===== src/rtl/sos_pkg.sv =====
// shared constants, types and helpers for the status output selector
package sos_pkg;

  localparam int FREQ_W = 16;
  localparam int VOLT_W = 12;
  localparam int SEL_W = 8;
  localparam int N_TERM = 4;
  localparam int N_CODES = 16;

  // base selection codes; each also indexes the status vector
  localparam int CODE_RUN = 0;
  localparam int CODE_ZERO_SPEED = 1;
  localparam int CODE_SPEED_AGREE = 2;
  localparam int CODE_USER_AGREE = 3;
  localparam int CODE_READY = 4;
  localparam int CODE_UNDERVOLT = 5;
  localparam int CODE_BASEBLOCK = 6;
  localparam int CODE_RESERVED = 7;
  localparam int CODE_FREQ_SRC = 8;
  localparam int CODE_CMD_LOSS = 9;
  localparam int CODE_RUN_SRC = 10;
  localparam int CODE_FAULT = 11;
  localparam int CODE_COMM = 12;
  localparam int CODE_ALARM = 13;
  localparam int CODE_FAULT_RESTART = 14;
  localparam int CODE_TIMER = 15;

  // hundreds digit one selects the inverted function
  localparam logic [SEL_W-1:0] SEL_INV_OFS = 8'h64;

  localparam logic [N_CODES-1:0] STAT_RESET = 16'h0000;
  localparam logic [N_TERM-1:0] TERM_RESET = 4'h0;
  localparam logic [1:0] LIVE_DONE = 2'h2;

  typedef enum logic [1:0] {
    SRC_KEYPAD,
    SRC_EXT_ONE,
    SRC_EXT_TWO
  } sos_src_t;

  function automatic logic [FREQ_W-1:0] mag_f(input logic signed [FREQ_W-1:0] v);
    mag_f = v[FREQ_W-1] ? FREQ_W'(-v) : FREQ_W'(v);
  endfunction

  // |a - b| <= w, one bit wider so the difference never wraps
  function automatic logic near_f(input logic [FREQ_W-1:0] a, input logic [FREQ_W-1:0] b,
                                  input logic [FREQ_W-1:0] w);
    logic [FREQ_W:0] d;
    d = (a > b) ? ({1'b0, a} - {1'b0, b}) : ({1'b0, b} - {1'b0, a});
    near_f = d <= {1'b0, w};
  endfunction

endpackage


===== src/rtl/sos_freq_cmp.sv =====
// frequency comparisons: zero speed, speed agree, user-defined agree
`timescale 1ns/1ps
`default_nettype none
module sos_freq_cmp
  import sos_pkg::*;
(
  // control method
  input wire logic closed_loop,
  // measured and commanded values, signed by direction
  input wire logic signed [FREQ_W-1:0] out_freq,
  input wire logic signed [FREQ_W-1:0] motor_speed,
  input wire logic signed [FREQ_W-1:0] freq_demand,
  input wire logic signed [FREQ_W-1:0] freq_cmd,
  // thresholds
  input wire logic [FREQ_W-1:0] min_output_freq_setting,
  input wire logic [FREQ_W-1:0] zero_hold_start_level,
  input wire logic [FREQ_W-1:0] freq_detect_level,
  input wire logic [FREQ_W-1:0] freq_detect_width,
  // results
  output logic zero_speed,
  output logic speed_agree,
  output logic user_agree
);

  logic [FREQ_W-1:0] fout_mag;
  logic [FREQ_W-1:0] actual_mag;
  logic [FREQ_W-1:0] zero_thr;

  always_comb begin
    fout_mag = mag_f(out_freq);
    // magnitudes make all three comparisons direction blind
    actual_mag = closed_loop ? mag_f(motor_speed) : fout_mag; // RL5
    zero_thr = closed_loop ? zero_hold_start_level : min_output_freq_setting; // RL3
    zero_speed = fout_mag < zero_thr; // RL2
    speed_agree = near_f(actual_mag, mag_f(freq_demand), freq_detect_width); // RL4
    user_agree = near_f(actual_mag, freq_detect_level, freq_detect_width) &&
                 near_f(mag_f(freq_cmd), freq_detect_level, freq_detect_width); // RL6
  end

endmodule
`default_nettype wire


===== src/rtl/sos_term_sel.sv =====
// one output terminal: function selection, inversion, output flop
`timescale 1ns/1ps
`default_nettype none
module sos_term_sel
  import sos_pkg::*;
(
  // clock and reset
  input wire logic clk,
  input wire logic rst,
  // selection and registered status
  input wire logic [SEL_W-1:0] func_select,
  input wire logic [N_CODES-1:0] stat,
  // terminal
  output logic closed
);

  logic closed_reg;
  logic closed_next;
  logic inv;
  logic known;
  logic [SEL_W-1:0] base;

  always_comb begin
    inv = func_select >= SEL_INV_OFS; // RL19
    base = inv ? SEL_W'(func_select - SEL_INV_OFS) : func_select;
    // codes beyond the implemented set behave like reserved ones
    known = (base < SEL_W'(N_CODES)) && (base != SEL_W'(CODE_RESERVED));
    closed_next = known ? (stat[base[3:0]] ^ inv) : 1'b0; // RL21
  end

  always_ff @(posedge clk) begin
    if (rst) begin
      closed_reg <= 1'b0;
    end else begin
      closed_reg <= closed_next;
    end
  end

  assign closed = closed_reg;

  reserved_open_a: assert property (@(posedge clk) disable iff (rst) // RL21
    (func_select == SEL_W'(CODE_RESERVED) || func_select == SEL_INV_OFS + SEL_W'(CODE_RESERVED)) |=> !closed)
    else $error("reserved code drove terminal closed");

  invert_a: assert property (@(posedge clk) disable iff (rst) // RL19
    (func_select == SEL_INV_OFS + SEL_W'(CODE_FAULT)) |=> (closed == !$past(stat[CODE_FAULT])))
    else $error("inverted code did not invert status");

endmodule
`default_nettype wire


===== src/rtl/sos_status_output_selector.sv =====
// top: drive status collection and four multi-function output terminals
//
// What this block does
// RL1: code 0 closes while voltage is output: run command, DC braking, deceleration.
// RL2: code 1 closes while output frequency is below the zero-speed threshold.
// RL3: zero-speed threshold is zero-hold level in closed loop, else minimum frequency.
// RL4: code 2 closes when running output frequency is within width of demand.
// RL5: closed-loop speed agree compares measured motor speed instead of output frequency.
// RL6: code 3 closes when frequency and command both sit within level plus/minus width.
// RL7: code 4 closes when the drive is ready to run or running.
// RL8: code 5 closes while DC bus voltage is below the undervoltage level.
// RL9: code 6 closes while baseblock suppresses output switching.
// RL10: code 8 closes when the frequency command comes from the keypad.
// RL11: code 9 closes on command loss, gated by the loss detect selection.
// RL12: code 10 closes when the run command comes from the keypad.
// RL13: code 11 closes whenever a fault is active.
// RL14: code 12 follows the host-written bit; without a write it stays open.
// RL15: code 13 closes on feedback high, feedback low or overcurrent alarm.
// RL16: code 14 closes while a fault reset is being attempted.
// RL17: code 15 follows the timer function output.
// RL18: four terminals, each with its own function selection.
// RL19: codes 100 upward select code minus 100 with inverted terminal state.
// RL20: ready drops on fault, supply failure, parameter error, stop-time volt fault, programming.
// RL21: reserved codes such as 7 keep the terminal open.
`timescale 1ns/1ps
`default_nettype none
module sos_status_output_selector
  import sos_pkg::*;
(
  // clock and reset
  input wire logic clk,
  input wire logic rst,
  // function selections
  input wire logic [SEL_W-1:0] relay_one_func_select,
  input wire logic [SEL_W-1:0] relay_two_func_select,
  input wire logic [SEL_W-1:0] opencoll_one_func_select,
  input wire logic [SEL_W-1:0] opencoll_two_func_select,
  // run state
  input wire logic drive_running,
  input wire logic run_cmd_active,
  input wire logic dc_braking,
  input wire logic decelerating,
  input wire logic baseblock_active,
  input wire logic closed_loop,
  // frequencies and thresholds
  input wire logic signed [FREQ_W-1:0] out_freq,
  input wire logic signed [FREQ_W-1:0] motor_speed,
  input wire logic signed [FREQ_W-1:0] freq_demand,
  input wire logic signed [FREQ_W-1:0] freq_cmd,
  input wire logic [FREQ_W-1:0] min_output_freq_setting,
  input wire logic [FREQ_W-1:0] zero_hold_start_level,
  input wire logic [FREQ_W-1:0] freq_detect_level,
  input wire logic [FREQ_W-1:0] freq_detect_width,
  // dc bus
  input wire logic [VOLT_W-1:0] dc_bus_voltage,
  input wire logic [VOLT_W-1:0] undervolt_detect_level,
  // command sources
  input wire sos_src_t freq_cmd_source,
  input wire sos_src_t run_cmd_source,
  input wire logic cmd_loss_detected,
  input wire logic cmd_loss_detect_select,
  // faults and alarms
  input wire logic fault_active,
  input wire logic supply_failure,
  input wire logic param_error,
  input wire logic volt_fault_stopped,
  input wire logic programming_mode,
  input wire logic feedback_high_alarm,
  input wire logic feedback_low_alarm,
  input wire logic overcurrent_alarm,
  input wire logic fault_reset_attempt,
  input wire logic timer_out,
  // host writes, one bit per terminal
  input wire logic [N_TERM-1:0] comm_wr_strobe,
  input wire logic [N_TERM-1:0] comm_wr_value,
  // terminals, high means closed
  output logic relay_one_closed,
  output logic relay_two_closed,
  output logic opencoll_one_closed,
  output logic opencoll_two_closed
);

  logic [N_CODES-1:0] stat_reg;
  logic [N_CODES-1:0] stat_next;
  logic [N_TERM-1:0] comm_reg;
  logic [N_TERM-1:0] comm_next;
  logic [N_TERM-1:0] term;
  logic [SEL_W-1:0] sel [N_TERM];
  logic zero_speed;
  logic speed_agree;
  logic user_agree;
  logic ready;
  // assertion helper: terminal flops reflect real inputs only after two edges
  logic [1:0] live_reg;
  logic [1:0] live_next;

  sos_freq_cmp u_cmp (
    .closed_loop(closed_loop),
    .out_freq(out_freq),
    .motor_speed(motor_speed),
    .freq_demand(freq_demand),
    .freq_cmd(freq_cmd),
    .min_output_freq_setting(min_output_freq_setting),
    .zero_hold_start_level(zero_hold_start_level),
    .freq_detect_level(freq_detect_level),
    .freq_detect_width(freq_detect_width),
    .zero_speed(zero_speed),
    .speed_agree(speed_agree),
    .user_agree(user_agree)
  );

  always_comb begin
    // blocked conditions win over running: a faulted drive never shows ready
    ready = !(fault_active || supply_failure || param_error ||
              volt_fault_stopped || programming_mode); // RL20
    stat_next = STAT_RESET;
    stat_next[CODE_RUN] = drive_running || run_cmd_active || dc_braking || decelerating; // RL1
    stat_next[CODE_ZERO_SPEED] = zero_speed; // RL2
    stat_next[CODE_SPEED_AGREE] = speed_agree && drive_running; // RL4
    stat_next[CODE_USER_AGREE] = user_agree; // RL6
    stat_next[CODE_READY] = ready; // RL7
    stat_next[CODE_UNDERVOLT] = dc_bus_voltage < undervolt_detect_level; // RL8
    stat_next[CODE_BASEBLOCK] = baseblock_active; // RL9
    stat_next[CODE_RESERVED] = 1'b0; // RL21
    stat_next[CODE_FREQ_SRC] = freq_cmd_source == SRC_KEYPAD; // RL10
    stat_next[CODE_CMD_LOSS] = cmd_loss_detected && cmd_loss_detect_select; // RL11
    stat_next[CODE_RUN_SRC] = run_cmd_source == SRC_KEYPAD; // RL12
    stat_next[CODE_FAULT] = fault_active; // RL13
    stat_next[CODE_ALARM] = feedback_high_alarm || feedback_low_alarm || overcurrent_alarm; // RL15
    stat_next[CODE_FAULT_RESTART] = fault_reset_attempt; // RL16
    stat_next[CODE_TIMER] = timer_out; // RL17
  end

  always_comb begin
    // each terminal keeps its last host value until overwritten
    comm_next = (comm_reg & ~comm_wr_strobe) | (comm_wr_value & comm_wr_strobe); // RL14
    live_next = (live_reg == LIVE_DONE) ? live_reg : live_reg + 2'h1;
  end

  always_ff @(posedge clk) begin
    if (rst) begin
      stat_reg <= STAT_RESET;
      comm_reg <= TERM_RESET;
      live_reg <= 2'h0;
    end else begin
      stat_reg <= stat_next;
      comm_reg <= comm_next;
      live_reg <= live_next;
    end
  end

  always_comb begin
    sel[0] = relay_one_func_select;
    sel[1] = relay_two_func_select;
    sel[2] = opencoll_one_func_select;
    sel[3] = opencoll_two_func_select;
  end

  // the host bit is per terminal, so it replaces the shared code 12 slot
  for (genvar g = 0; g < N_TERM; g++) begin : g_term // RL18
    sos_term_sel u_sel (
      .clk(clk),
      .rst(rst),
      .func_select(sel[g]),
      .stat({stat_reg[N_CODES-1:CODE_COMM+1], comm_reg[g], stat_reg[CODE_COMM-1:0]}),
      .closed(term[g])
    );
  end

  assign relay_one_closed = term[0];
  assign relay_two_closed = term[1];
  assign opencoll_one_closed = term[2];
  assign opencoll_two_closed = term[3];

  // checks on all four terminals: input at edge n-2, selection at n-1, terminal at n
  run_close_a: assert property (@(posedge clk) disable iff (rst) // RL1
    (live_reg == LIVE_DONE && $past(sel[0]) == SEL_W'(CODE_RUN) &&
     $past(dc_braking, 2)) |-> relay_one_closed)
    else $error("run terminal open during dc braking");

  zero_thr_a: assert property (@(posedge clk) disable iff (rst) // RL3
    (live_reg == LIVE_DONE && $past(sel[0]) == SEL_W'(CODE_ZERO_SPEED) && $past(closed_loop, 2) &&
     $past(mag_f(out_freq), 2) < $past(zero_hold_start_level, 2)) |-> relay_one_closed)
    else $error("zero speed ignored hold level in closed loop");

  agree_run_a: assert property (@(posedge clk) disable iff (rst) // RL4
    (live_reg == LIVE_DONE && $past(sel[0]) == SEL_W'(CODE_SPEED_AGREE) &&
     !$past(drive_running, 2)) |-> !relay_one_closed)
    else $error("speed agree closed while stopped");

  ready_fault_a: assert property (@(posedge clk) disable iff (rst) // RL20
    (live_reg == LIVE_DONE && $past(sel[0]) == SEL_W'(CODE_READY) &&
     $past(fault_active, 2)) |-> !relay_one_closed)
    else $error("ready shown during fault");

  uv_level_a: assert property (@(posedge clk) disable iff (rst) // RL8
    (live_reg == LIVE_DONE && $past(sel[0]) == SEL_W'(CODE_UNDERVOLT)) |->
     relay_one_closed == ($past(dc_bus_voltage, 2) < $past(undervolt_detect_level, 2)))
    else $error("undervoltage terminal wrong");

  src_keypad_a: assert property (@(posedge clk) disable iff (rst) // RL10
    (live_reg == LIVE_DONE && $past(sel[0]) == SEL_W'(CODE_FREQ_SRC)) |->
     relay_one_closed == ($past(freq_cmd_source, 2) == SRC_KEYPAD))
    else $error("frequency source terminal wrong");

  loss_gate_a: assert property (@(posedge clk) disable iff (rst) // RL11
    (live_reg == LIVE_DONE && $past(sel[0]) == SEL_W'(CODE_CMD_LOSS) &&
     !$past(cmd_loss_detect_select, 2)) |-> !relay_one_closed)
    else $error("command loss shown while detection off");

  fault_close_a: assert property (@(posedge clk) disable iff (rst) // RL13
    (live_reg == LIVE_DONE && $past(sel[1]) == SEL_W'(CODE_FAULT)) |->
     relay_two_closed == $past(fault_active, 2))
    else $error("fault terminal does not follow fault");

  comm_hold_a: assert property (@(posedge clk) disable iff (rst) // RL14
    (comm_wr_strobe[0] && comm_wr_value[0] ##1 !comm_wr_strobe[0] && sel[0] == SEL_W'(CODE_COMM))
     |=> relay_one_closed)
    else $error("host bit not held on terminal");

  alarm_close_a: assert property (@(posedge clk) disable iff (rst) // RL15
    (live_reg == LIVE_DONE && $past(sel[2]) == SEL_W'(CODE_ALARM) &&
     $past(overcurrent_alarm, 2)) |-> opencoll_one_closed)
    else $error("alarm terminal open on overcurrent");

  timer_follow_a: assert property (@(posedge clk) disable iff (rst) // RL17
    (live_reg == LIVE_DONE && $past(sel[3]) == SEL_W'(CODE_TIMER)) |->
     opencoll_two_closed == $past(timer_out, 2))
    else $error("timer terminal does not follow timer");

  restart_a: assert property (@(posedge clk) disable iff (rst) // RL16
    (live_reg == LIVE_DONE && $past(sel[3]) == SEL_W'(CODE_FAULT_RESTART)) |->
     opencoll_two_closed == $past(fault_reset_attempt, 2))
    else $error("fault restart terminal wrong");

  zero_min_a: assert property (@(posedge clk) disable iff (rst) // RL2
    (live_reg == LIVE_DONE && $past(sel[0]) == SEL_W'(CODE_ZERO_SPEED) && !$past(closed_loop, 2)) |->
     relay_one_closed == ($past(mag_f(out_freq), 2) < $past(min_output_freq_setting, 2)))
    else $error("zero speed ignored minimum frequency");

  agree_band_a: assert property (@(posedge clk) disable iff (rst) // RL4
    (live_reg == LIVE_DONE && $past(sel[0]) == SEL_W'(CODE_SPEED_AGREE) && $past(drive_running, 2) &&
     !$past(closed_loop, 2)) |->
     relay_one_closed == $past(near_f(mag_f(out_freq), mag_f(freq_demand), freq_detect_width), 2))
    else $error("speed agree band wrong");

  agree_motor_a: assert property (@(posedge clk) disable iff (rst) // RL5
    (live_reg == LIVE_DONE && $past(sel[1]) == SEL_W'(CODE_SPEED_AGREE) && $past(drive_running, 2) &&
     $past(closed_loop, 2)) |->
     relay_two_closed == $past(near_f(mag_f(motor_speed), mag_f(freq_demand), freq_detect_width), 2))
    else $error("closed loop speed agree ignored motor speed");

  user_band_a: assert property (@(posedge clk) disable iff (rst) // RL6
    (live_reg == LIVE_DONE && $past(sel[2]) == SEL_W'(CODE_USER_AGREE) &&
     !$past(near_f(mag_f(freq_cmd), freq_detect_level, freq_detect_width), 2)) |-> !opencoll_one_closed)
    else $error("user agree closed with command outside band");

  ready_run_a: assert property (@(posedge clk) disable iff (rst) // RL7
    (live_reg == LIVE_DONE && $past(sel[1]) == SEL_W'(CODE_READY) &&
     !$past(fault_active || supply_failure || param_error || volt_fault_stopped || programming_mode, 2))
     |-> relay_two_closed)
    else $error("ready terminal open with nothing blocking");

  baseblock_show_a: assert property (@(posedge clk) disable iff (rst) // RL9
    (live_reg == LIVE_DONE && $past(sel[2]) == SEL_W'(CODE_BASEBLOCK)) |->
     opencoll_one_closed == $past(baseblock_active, 2))
    else $error("baseblock terminal wrong");

  run_src_a: assert property (@(posedge clk) disable iff (rst) // RL12
    (live_reg == LIVE_DONE && $past(sel[3]) == SEL_W'(CODE_RUN_SRC)) |->
     opencoll_two_closed == ($past(run_cmd_source, 2) == SRC_KEYPAD))
    else $error("run source terminal wrong");

  loss_show_a: assert property (@(posedge clk) disable iff (rst) // RL11
    (live_reg == LIVE_DONE && $past(sel[1]) == SEL_W'(CODE_CMD_LOSS) &&
     $past(cmd_loss_detected && cmd_loss_detect_select, 2)) |-> relay_two_closed)
    else $error("command loss not shown");

  alarm_open_a: assert property (@(posedge clk) disable iff (rst) // RL15
    (live_reg == LIVE_DONE && $past(sel[3]) == SEL_W'(CODE_ALARM) &&
     !$past(feedback_high_alarm || feedback_low_alarm || overcurrent_alarm, 2)) |-> !opencoll_two_closed)
    else $error("alarm terminal closed without alarm");

  run_open_a: assert property (@(posedge clk) disable iff (rst) // RL1
    (live_reg == LIVE_DONE && $past(sel[1]) == SEL_W'(CODE_RUN) &&
     !$past(drive_running || run_cmd_active || dc_braking || decelerating, 2)) |-> !relay_two_closed)
    else $error("run terminal closed while stopped");

  term_indep_a: assert property (@(posedge clk) disable iff (rst) // RL18
    (live_reg == LIVE_DONE && $past(sel[2]) == SEL_W'(CODE_FAULT)) |->
     opencoll_one_closed == $past(fault_active, 2))
    else $error("third terminal does not follow its own selection");

  run_invert_a: assert property (@(posedge clk) disable iff (rst) // RL19
    (live_reg == LIVE_DONE && $past(sel[2]) == SEL_INV_OFS + SEL_W'(CODE_RUN)) |->
     opencoll_one_closed == !$past(drive_running || run_cmd_active || dc_braking || decelerating, 2))
    else $error("inverted run code did not invert");

  high_code_open_a: assert property (@(posedge clk) disable iff (rst) // RL21
    (live_reg == LIVE_DONE && $past(sel[3]) >= SEL_W'(N_CODES) && $past(sel[3]) < SEL_INV_OFS) |->
     !opencoll_two_closed)
    else $error("unimplemented code drove terminal closed");

  comm_follow_a: assert property (@(posedge clk) disable iff (rst) // RL14
    (live_reg == LIVE_DONE && $past(sel[1]) == SEL_W'(CODE_COMM)) |->
     relay_two_closed == $past(comm_reg[1]))
    else $error("host bit not shown on second terminal");

endmodule
`default_nettype wire


===== config.mk =====
export PLATFORM = sky130hd
export DESIGN_NAME = sos_status_output_selector
export DESIGN_NICKNAME = d
export VERILOG_FILES = /design/src/rtl/sos_pkg.sv /design/src/rtl/sos_freq_cmp.sv /design/src/rtl/sos_term_sel.sv /design/src/rtl/sos_status_output_selector.sv
export SDC_FILE = /design/constraint.sdc
export NUM_CORES = 1
export LEC_CHECK = 0
export ABC_CLOCK_PERIOD_IN_PS = 5800
export BUFFER_PORTS_ARGS = -buffer_cell sky130_fd_sc_hd__buf_4
export CAP_MARGIN = 20
export CORE_MARGIN = 2
export CORE_UTILIZATION = 50
export DETAILED_ROUTE_END_ITERATION = 10
export PLACE_DENSITY_LB_ADDON = 0.25
export SLEW_MARGIN = 20
export SYNTH_ARGS = -nofsm -noshare
export SYNTH_HDL_FRONTEND = slang
export SYNTH_HIERARCHICAL = 1
export SYNTH_SLANG_ARGS = --single-unit

===== constraint.sdc =====
create_clock -name clk -period 5.8 [get_ports clk]
set_clock_uncertainty 0.05 [all_clocks]
set_input_delay 0.58 -clock clk [delete_from_list [all_inputs] [get_ports clk]]
set_output_delay 0.58 -clock clk [all_outputs]
set_load 0.005 [all_outputs]

==> out/metrics.cfg, run 1 <==
[run_status]
outcome = finished, violations left
violations = negative setup slack

[pwr]
peakVddDrop_uv = 165
p_leak_uw = 0.00695
totalPowerFinal_uw = 2440
power_density_nw_per_um2 = 177

[die]
coreArea_um2 = 20200
rows = 52
die_w_um = 147
dieArea_um2 = 21700
ioPinCount = 220
fp.dieH_um = 147
start_util_pct = 50.9

[global_routing]
overflow = 0
grt_pass1_wl_mm = 54.0
antenna_found_initial = 0
grt_pass1_vias = 10970
grt_max_degree = 31
gr-usage-all-layers_pct = 29.8

[worst_setup_path]
crit_slowest_cell = or4_4
path_delay_family = simple AND/OR/NAND/NOR gates
critPathKind = in2reg
critPathBufInv = 4
arrival_ps = 6120
worst_setup_path_end_kind = flip-flop
critPathLaunch = motor_speed[1]
critPathRequiredTime_ps = 5950
worstReg2RegStart = stat_reg[5]
crit_path_max_incr_delay_ps = 410
cp_max_fo = 3
worst_setup_path_start_kind = input port
cp_common_cell = buf_6

[place]
io_buffers = 219
hpwl_mm = 28.9
place.gp.congestion = 0.957

[timing]
fmaxAchievable_mhz = 167
worst_slew_pin_slew_ps = 607
layout_min_cycle_time_ps = 5970
fin_hold_ws_ps = 431
setup_slack_ps = -172
setup_tns_ps = -327
hold_viol = 0
max_slew_margin_pct = 58.5
period_share_pct = 103
setup_viol = 2
grt_setup_unrepaired = yes
drv_slew = 0

[logic_synthesis]
synth_cell_types = 80
syn_inst = 1347
synth_area_um2 = 10300
avgSynthCellArea_um2 = 7.64
ys_seq_elements = 22
yosysWarnings = 6
ys.flop_type = dfxtp_1
synth_edf_count = 0
yosys-top-cells-area = ha_1 22%, a21oi_1 5.1%, xnor2_1 5.0%
ys_seq_area_share_pct = 4.28
async_reset_ff_share_pct = 0
synth_top_cell_by_area = ha_1
yosysTopAreaCellShare_pct = 22.1

[cells_and_area]
seq_area_um2 = 440
antenna_cells = 0
drive_gt1_share_pct = 28.5
syn_to_final_growth_pct = 33.9
nNetsFinal = 2123
fill_cells = 1749
multi_input_area_um2 = 9260

[drt]
drc = 0
wl_per_cell_um = 17.0
wl_mm = 33.8
drtPass1Iterations = 6
postRouteAntennaNets = 0
drtIter0Drc = 833
viasPerCell = 5.78
num_vias = 11492

[cts]
cts_tree = done
postCtsHoldBufs = 0
clk_pin_slew_ps = 60
cts_buffer_depth = 2
htreeDepth = 1
cts_root_buffer = clkbuf_16
clkLatencyLatePin_ps = 260
cts_buffers = 3
clock_sinks = 22

[run]
cap_violations = 0

[worst_hold_path]
min_path_type = in2reg
hold_start = freq_cmd_source[0]

==> what timing repair did <==
action | 4_1_cts | 5_1_grt
pin swaps | 18 | 11
gates cloned | 0 | 0
resized for setup | 30 | 6
setup endpoints to repair | 2 | 2
buffers inserted | 3 | 1
==> layer usage <==
layer / vias to the layer above / track usage [%] / part of all wire [%]
met5: - / 0 / 0
met4: 0 / 7.69 / 2.4
met3: 60 / 1.82 / 6.0
met2: 410 / 50.2 / 47
met1: 5296 / 41.8 / 45
li1: 5726 / - / -
==> Yosys cell counts, types with 9 or more instances <==
library cell / instances
nand4b_1: 10
xnor2_1: 59
nand2b_1: 14
clkbuf_1: 19
nor3_1: 38
buf_2: 17
nor2_1: 69
a31oi_1: 14
o2111ai_1: 10
o21a_1: 34
dfxtp_1: 22
o31ai_1: 15
o311ai_0: 9
a211oi_1: 12
xor2_1: 31
a21oi_1: 104
nand4_1: 19
nor2b_1: 26
ha_1: 182
nand3_1: 19
nand2_1: 85
inv_1: 131
a221oi_1: 10
o41ai_1: 9
o21bai_1: 16
or3_1: 17
a21o_1: 61
mux2i_1: 51
o21ai_0: 76
==> path summary, 6_finish.rpt <==
check / endpoint / slack (ps) / cells past startpoint
max reg2reg: g_term[2].u_sel/closed / 3890 / 5
min: stat_reg[8] / 430 / 2
min reg2reg: flip-flop / 440 / 2
max: stat_reg[3] / -170 / 32
==> metrics by stage <==
| step | std cells | worst slack (ps) | util (%) | cell area (um2) |
|---|---|---|---|---|
| after floorplan | 1350 | 9.63 | - | 10300 |
| after global placement | 1980 | -409 | 66.6 | 13500 |
| after detailed placement | 1980 | -601 | 66.6 | 13500 |
| after CTS | 1987 | -115 | 67.9 | 13700 |
| after global routing | 1988 | -492 | 68.1 | 13800 |
| final | 1988 | -172 | 68.1 | 13800 |
==> cell usage in the layout (no fill, tap or decap), types with 22 or more instances in the layout <==
cell type  netlist  routed
buf_4            3     407
ha_1           182     177
inv_1          131     129
a21oi_1        104     101
nand2_1         85      84
o21ai_0         76      73
nor2_1          69      68
a21o_1          61      61
xnor2_1         59      59
mux2i_1         51      51
nor3_1          38      36
o21a_1          34      34
xor2_1          31      31
nor2b_1         26      26
dfxtp_1         22      22
==> report_power, final <==
group          leakage [uW]  internal, uW  switching (uW)
registers          0.000181           161            8.57
logic               0.00672          1020            1060
clock network     0.0000511           137            55.5
==> layout make-up <==
cell class | count | share of cell area [%]
Multi-Input combinational cell | 1147 | 67.2
Clock inverter | 1 | 0.218
Sequential cell | 22 | 3.20
Clock buffer | 3 | 0.545
Timing Repair Buffer | 414 | 22.8
Inverter | 131 | 3.59
Tap cell | 270 | 2.45
==> logic make-up after synthesis <==
logic type,after synthesis,synth area share [%]
multiplexers,77,9.96
AO/OA/AOI/OAI,440,29.4
XOR/XNOR,90,7.66
AND/OR/NAND/NOR,348,17.9
buffers and inverters,181,7.43
other,1,0.0364
flip-flops,22,4.28
adder cells (fa/ha/maj),188,23.3
(Power assumes the default switching activity.)
==> inputs of run 2 (changes only) <==
--- a/config.mk
+++ b/config.mk
@@ -9,9 +9,11 @@
 export BUFFER_PORTS_ARGS = -buffer_cell sky130_fd_sc_hd__buf_4
 export CAP_MARGIN = 20
 export CORE_MARGIN = 2
-export CORE_UTILIZATION = 50
+export CORE_UTILIZATION = 53
+export CTS_BUF_LIST = sky130_fd_sc_hd__clkbuf_8
 export DETAILED_ROUTE_END_ITERATION = 10
 export PLACE_DENSITY_LB_ADDON = 0.25
+export SETUP_SLACK_MARGIN = 0.1
 export SLEW_MARGIN = 20
 export SYNTH_ARGS = -nofsm -noshare
 export SYNTH_HDL_FRONTEND = slang
==> run 2 against run 1 <==
Effect of this change:
- the run still ends with negative setup slack left
- fmax is 2.8% higher
- sequential cell count stayed put
- register-to-register slack hardly changed
- core utilization is 2.8 points higher
- first-iteration DRC count is 7.7% lower
- final cell count is 3.5% lower
- global-route usage is 1.3 points higher
- sequential power hardly changed
- via count is 0.21% lower
- non-clock buffer count is 59 lower
- combinational power is 3% lower
- critical endpoint unchanged
- largest cell class unchanged
- largest power group unchanged
==> out/metrics.cfg, run 2 (synthesis gave the netlist of run 1 again) <==
[cts]
htreeDepth = 1  ; unchanged
clk_pin_slew_ps = 100  ; +40 ps
cts_buffers = 3  ; unchanged
cts_tree = done
cts_root_buffer = clkbuf_8
clock_sinks = 22  ; unchanged
postCtsHoldBufs = 0  ; unchanged
cts_buffer_depth = 2  ; unchanged
clkLatencyLatePin_ps = 270  ; about the same

[timing]
max_slew_margin_pct = 58.3  ; -0.20 points
drv_slew = 0  ; unchanged
worst_slew_pin_slew_ps = 608  ; +1.33 ps
grt_setup_unrepaired = yes
fmaxAchievable_mhz = 172  ; +2.8%
period_share_pct = 100  ; -2.8 points
setup_slack_ps = -9.55  ; +162 ps
layout_min_cycle_time_ps = 5810  ; -162 ps
hold_viol = 0  ; unchanged
setup_viol = 1  ; -1

[worst_hold_path]
min_to = stat_reg[8]
hold_start = freq_cmd_source[0]
worstHoldPathCells = 2  ; unchanged
min_path_type = in2reg

[global_routing]
grt_max_degree = 30  ; -3.2%
grt_pass1_vias = 10712  ; -2.4%
grt_pass1_wl_mm = 52.1  ; -3.5%
antenna_found_initial = 0  ; unchanged
overflow = 0  ; unchanged
gr-usage-all-layers_pct = 31.2  ; +1.3 points

[die]
coreArea_um2 = 18900  ; -6.6%
ioPinCount = 220  ; unchanged
fp.dieH_um = 143  ; -2.8%
rows = 50  ; -3.8%
start_util_pct = 54.5  ; +3.6 points
dieArea_um2 = 20600  ; -5.5%
die_w_um = 143  ; -2.8%

[run_status]
outcome = finished, violations left
violations = negative setup slack

[worst_setup_path]
worst_setup_path_end_kind = flip-flop
rr_endpoint = g_term[2].u_sel/closed
cp_max_fo = 3  ; unchanged
critPathRequiredTime_ps = 5970  ; +20 ps
critPathKind = in2reg
crit_path_max_incr_delay_ps = 420  ; about the same
crit_slowest_cell = or4_4
worst_setup_path_start_kind = input port
reg2reg_setup_slack_ps = 3880  ; about the same
arrival_ps = 5980  ; -140 ps
worstReg2RegStart = stat_reg[5]
reg2regPathDepth = 5  ; unchanged

[place]
place.gp.congestion = 1.00  ; +4.6%
dp_slack_ps = -327  ; +274 ps
hpwl_mm = 28.6  ; -1.3%
io_buffers = 219  ; unchanged

[drt]
num_vias = 11468  ; -0.21%
drtIter0Drc = 769  ; -7.7%
drc = 0  ; unchanged
postRouteAntennaNets = 0  ; unchanged
drtPass1Iterations = 5  ; -1
viasPerCell = 5.98  ; +3.4%
wl_per_cell_um = 17.6  ; +3.5%
wl_mm = 33.7  ; about the same

[cells_and_area]
nNetsFinal = 2064  ; -2.8%
multi_input_area_um2 = 9410  ; +1.6%
final_common_cell = buf_4
drive_gt1_share_pct = 27.2  ; -1.3 points
seq_area_um2 = 440  ; unchanged
syn_to_final_growth_pct = 30.2
antenna_cells = 0  ; unchanged
finish.utilization_pct = 70.9  ; +2.8 points
fill_cells = 1620  ; -7.4%
final_cell_mix = 353 x buf_4, 172 x ha_1, 129 x inv_1

[pwr]
totalPowerFinal_uw = 2300  ; -5.4%
power_density_nw_per_um2 = 172  ; -2.7%
p_leak_uw = 0.00667  ; -4.1%
peakVddDrop_uv = 93.6  ; -43%

[run]
cap_violations = 0  ; unchanged

==> run 2: layout make-up <==
type / instances / area share [%]
clock buffer: 4 / 0.411
inverter: 131 / 3.69
multi-input combinational: 1147 / 70.2
sequential: 22 / 3.29
tap: 260 / 2.43
timing repair buffer: 355 / 19.9
==> run 2: how the worst max path moves through the flow <==
stage                   startpoint     endpoint  depth (start not counted)
floorplan           motor_speed[1]  stat_reg[3]                         30
global placement    motor_speed[1]  stat_reg[2]                         31
detailed placement     out_freq[3]  stat_reg[3]                         28
CTS                 motor_speed[1]  stat_reg[3]                         30
global route        motor_speed[1]  stat_reg[3]                         29
finish              motor_speed[1]  stat_reg[3]                         30
==> run 2: where the power goes <==
| part | switching, uW | internal (uW) |
|---|---|---|
| Combinational | 1040 | 973 |
| Clock | 58.3 | 60.7 |
| Sequential | 10.9 | 161 |
==> run 2: routing by layer <==
layer	track usage (%)	share of wire, %	vias to the layer above	wire (um)
met2	53.6	48	501	16200
li1	-	-	5612	-
met1	42.2	42	5300	14100
met5	0	0	-	0
met3	3.03	7.9	55	2680
met4	7.12	2.2	0	734
==> run 2: timing repair <==
item,4_1_cts,5_1_grt
cloned,0,0
setup endpoints to repair,2,2
gates resized for setup,6,39
pin swaps,2,19
buffers inserted,2,5
==> run 2: critical path, delay by kind of cell <==
kind,cells,cell delay [ps]
xor+xnor,2,300
buf+inv,2,190
simple gates,13,2310
fa+ha+maj,3,720
compound gates,8,1270
mux,2,610
==> run 2: stage by stage <==
stage | cell area, um2 | hold WS, ps | setup TNS (ps) | instances
3_5_place_dp | 13100 | 454 | -626 | 1908
3_3_place_gp | 13100 | 436 | -258 | 1908
2_1_floorplan | 10500 | 405 | 0 | 1350
5_1_grt | 13400 | 390 | -477 | 1919
6_report | 13400 | 396 | -9.55 | 1919
4_1_cts | 13200 | 395 | 0 | 1914
==> inputs of run 3 (changes only) <==
--- a/config.mk
+++ b/config.mk
@@ -9,7 +9,7 @@
 export BUFFER_PORTS_ARGS = -buffer_cell sky130_fd_sc_hd__buf_4
 export CAP_MARGIN = 20
 export CORE_MARGIN = 2
-export CORE_UTILIZATION = 53
+export CORE_UTILIZATION = 52
 export CTS_BUF_LIST = sky130_fd_sc_hd__clkbuf_8
 export DETAILED_ROUTE_END_ITERATION = 10
 export PLACE_DENSITY_LB_ADDON = 0.25
@@ -17,5 +17,4 @@
 export SLEW_MARGIN = 20
 export SYNTH_ARGS = -nofsm -noshare
 export SYNTH_HDL_FRONTEND = slang
-export SYNTH_HIERARCHICAL = 1
 export SYNTH_SLANG_ARGS = --single-unit
==> run 3 against run 2 <==
Effect of this change:
- the flow now finishes without violations
- non-clock buffer count shrank 6
- die area shrank 3.8%
- wire length shrank 1.9%
- core utilization shrank 1.0 points
- area after synthesis shrank 5.8%
- first-iteration DRC count grew 0.26%
- design area shrank 5.4%
- clock power shrank 18%
- register-to-register slack lost 140 ps
==> out/metrics.cfg, run 3 <==
[run_status]
outcome = complete, no violations

[logic_synthesis]
yosysWarnings = 0  ; -6
synth_common_cells = 180 x ha_1, 133 x inv_1, 85 x nand2_1
syn_nets = 1683
async_reset_ff_share_pct = 0  ; unchanged
synth_top_cell_by_area = ha_1
yosys-top-cells-area = ha_1 23%, mux2i_1 7.0%, xnor2_1 5.9%
ys_seq_area_share_pct = 4.54  ; +0.26 points
synth_cell_types = 81  ; +1.3%
avgSynthCellArea_um2 = 7.57  ; -0.91%
synthSimpleGateAreaFrac_pct = 17.7  ; -0.17 points
synth_xor_area_share_pct = 8.67  ; +1.0 points
synth_edf_count = 0  ; unchanged
yosysMostFrequentCell = ha_1
ys_seq_elements = 22  ; unchanged
synth_top_family_by_area = compound AO/OA/AOI/OAI gates
synth_fa_ha_area_share_pct = 24.5  ; +1.2 points
yosysTopAreaCellShare_pct = 23.2  ; +1.1 points
syn_inst = 1281  ; -4.9%
synth_area_um2 = 9700  ; -5.8%
ys.flop_type = dfxtp_1
synth_compound_area_share_pct = 25.2  ; -4.2 points
synth_mux_area_share_pct = 11.8  ; +1.8 points

[place]
io_buffers = 219  ; unchanged
place.gp.congestion = 1.01  ; +0.44%
hpwl_mm = 29.0  ; +1.6%

[timing]
max_slew_margin_pct = 52.7  ; -5.6 points
setup_viol = 0  ; -1
fin_hold_ws_ps = 409  ; +13.3 ps
fmaxAchievable_mhz = 177  ; +2.5%
drv_slew = 0  ; unchanged
period_share_pct = 97.7  ; -2.5 points
grt_setup_unrepaired = yes
worst_slew_pin_slew_ps = 702  ; +94.0 ps
layout_min_cycle_time_ps = 5670  ; -144 ps
hold_viol = 0  ; unchanged

[cts]
cts_buffers = 3  ; unchanged
cts_root_buffer = clkbuf_8
clkLatencyLatePin_ps = 270  ; about the same
clock_sinks = 22  ; unchanged
cts_tree = done
clk_pin_slew_ps = 80  ; -20 ps
htreeDepth = 1  ; unchanged
cts_buffer_depth = 2  ; unchanged

[drt]
wl_mm = 33.1  ; -1.9%
num_vias = 10792  ; -5.9%
wl_per_cell_um = 18.3  ; +4.0%
postRouteAntennaNets = 0  ; unchanged
drc = 0  ; unchanged
drtPass1Iterations = 5  ; unchanged
viasPerCell = 5.96  ; -0.28%
drtIter0Drc = 771  ; +0.26%

[global_routing]
overflow = 0  ; unchanged
antenna_found_initial = 0  ; unchanged
grt_pass1_wl_mm = 51.1  ; -2.0%
gr-usage-all-layers_pct = 31.7  ; +0.57 points
grt_max_degree = 26  ; -13%
grt_pass1_vias = 10184  ; -4.9%

[die]
rows = 49  ; -2.0%
coreArea_um2 = 18100  ; -3.9%
ioPinCount = 220  ; unchanged
die_w_um = 141  ; -1.9%
fp.dieH_um = 141  ; -1.9%
dieArea_um2 = 19800  ; -3.8%
start_util_pct = 53.4  ; -1.0 points

[run]
cap_violations = 0  ; unchanged

[worst_setup_path]
worst_setup_path_end_kind = flip-flop
cp_max_fo = 6  ; +3
critPathKind = in2reg
path_delay_family = compound AO/OA/AOI/OAI gates
crit_slowest_cell = or3b_4
crit_path_max_incr_delay_ps = 390  ; -30 ps
critPathBufInv = 3  ; +1
arrival_ps = 5790  ; -190 ps
critPathRequiredTime_ps = 5930  ; -40 ps
worst_setup_path_start_kind = input port

[cells_and_area]
nNetsFinal = 1986  ; -3.8%
final_common_cell = buf_4
antenna_cells = 0  ; unchanged
syn_to_final_growth_pct = 30.8
drive_gt1_share_pct = 27.3  ; +0.062 points
final_cell_mix = 343 x buf_4, 174 x ha_1, 133 x inv_1

[pwr]
peakVddDrop_uv = 88.7  ; -5.2%
netSwitchingPower_uw = 1100  ; -0.78%
pwr-share-seq_pct = 7.6  ; about the same
combPwrFrac_pct = 88.1  ; +0.7 points
p_leak_uw = 0.00634  ; -4.9%
totalPowerFinal_uw = 2250  ; -2.3%
intPower_uw = 1150  ; -3.7%
switching_share_pct = 48.9  ; +0.76 points
power_frac_clock_pct = 4.3  ; -0.9 points
power_density_nw_per_um2 = 178  ; +3.2%

[worst_hold_path]
min_path_type = in2reg

-- run 3: cell types whose count changed after synthesis, moves of 9 or more --
cell,before,now
nand2b_1,14,23
nand4b_1,10,1
nor2_1,69,55
o21a_1,34,24
clkbuf_1,19,33
a21oi_1,104,84
nor3_1,38,21
mux2i_1,51,68
a21o_1,61,33
-- run 3: metal layers --
| layer | vias to the layer above | track usage [%] | part of all wire (%) | routed length, um |
|---|---|---|---|---|
| li1 | 5257 | - | - | - |
| met1 | 4960 | 44.3 | 44 | 14700 |
| met2 | 515 | 52.3 | 44 | 14600 |
| met3 | 60 | 3.57 | 8.9 | 2950 |
| met4 | 0 | 8.32 | 2.7 | 901 |
| met5 | - | 0 | 0 | 0 |
-- run 3: worst paths after layout --
check	start	endpoint	slack (ps)	depth (start not counted)
max	out_freq[0]	stat_reg[3]	130	25
min reg2reg	flip-flop	flip-flop	460	2
min	freq_cmd_source[0]	stat_reg[8]	410	2
max reg2reg	stat_reg[15]	g_term[1].u_sel.closed	3740	4
-- run 3: kinds of logic after synthesis --
group	count (synthesis)
AOI/OAI and AO/OA	370
xor gates and xnor gates	96
adders and majority gates	186
buffers and inverters	184
DFF	22
muxes	95
and+or+nand+nor	328
-- run 3: power by group through the flow --
stage | Clock, uW | Combinational [uW] | Sequential (uW)
floorplan | 0 | 1180 | 170
global placement | 0 | 1840 | 174
detailed placement | 0 | 1870 | 174
CTS | 98.3 | 1880 | 171
global route | 103 | 2160 | 172
finish | 97.4 | 1980 | 171
-- run 3: final cells by class --
type                            instances  area [um2]
Inverter                              133         499
Tap cell                              229         287
Sequential cell                        22         440
Clock buffer                            3        41.3
Fill cell                            1546        5460
Multi-Input combinational cell       1075        8750
Timing Repair Buffer                  349        2670
-- run 3: repair_timing --
item / 4_1_cts / 5_1_grt
setup endpoints to repair: 1 / 2
pin swaps: 0 / 11
resized for setup: 1 / 57
buffers inserted: 0 / 2
hold buffers: 0 / 0
-- run 3: worst register-to-register path, stage by stage (launching register included) --
cell and delay (ps):
dfxtp_1 350, mux4_2 470, mux4_2 490, mux2i_1 130, a2111oi_0 420
-- run 3: stage by stage --
stage	setup TNS [ps]	std cells	setup slack, ps	util (%)	cell area (um2)
floorplan	0	1281	104	-	9700
global placement	-150	1806	-85.6	68.3	12400
detailed placement	-301	1806	-188	68.3	12400
CTS	0	1809	103	68.5	12400
global route	-64.0	1811	-64.0	69.9	12700
finish	0	1811	135	69.9	12700
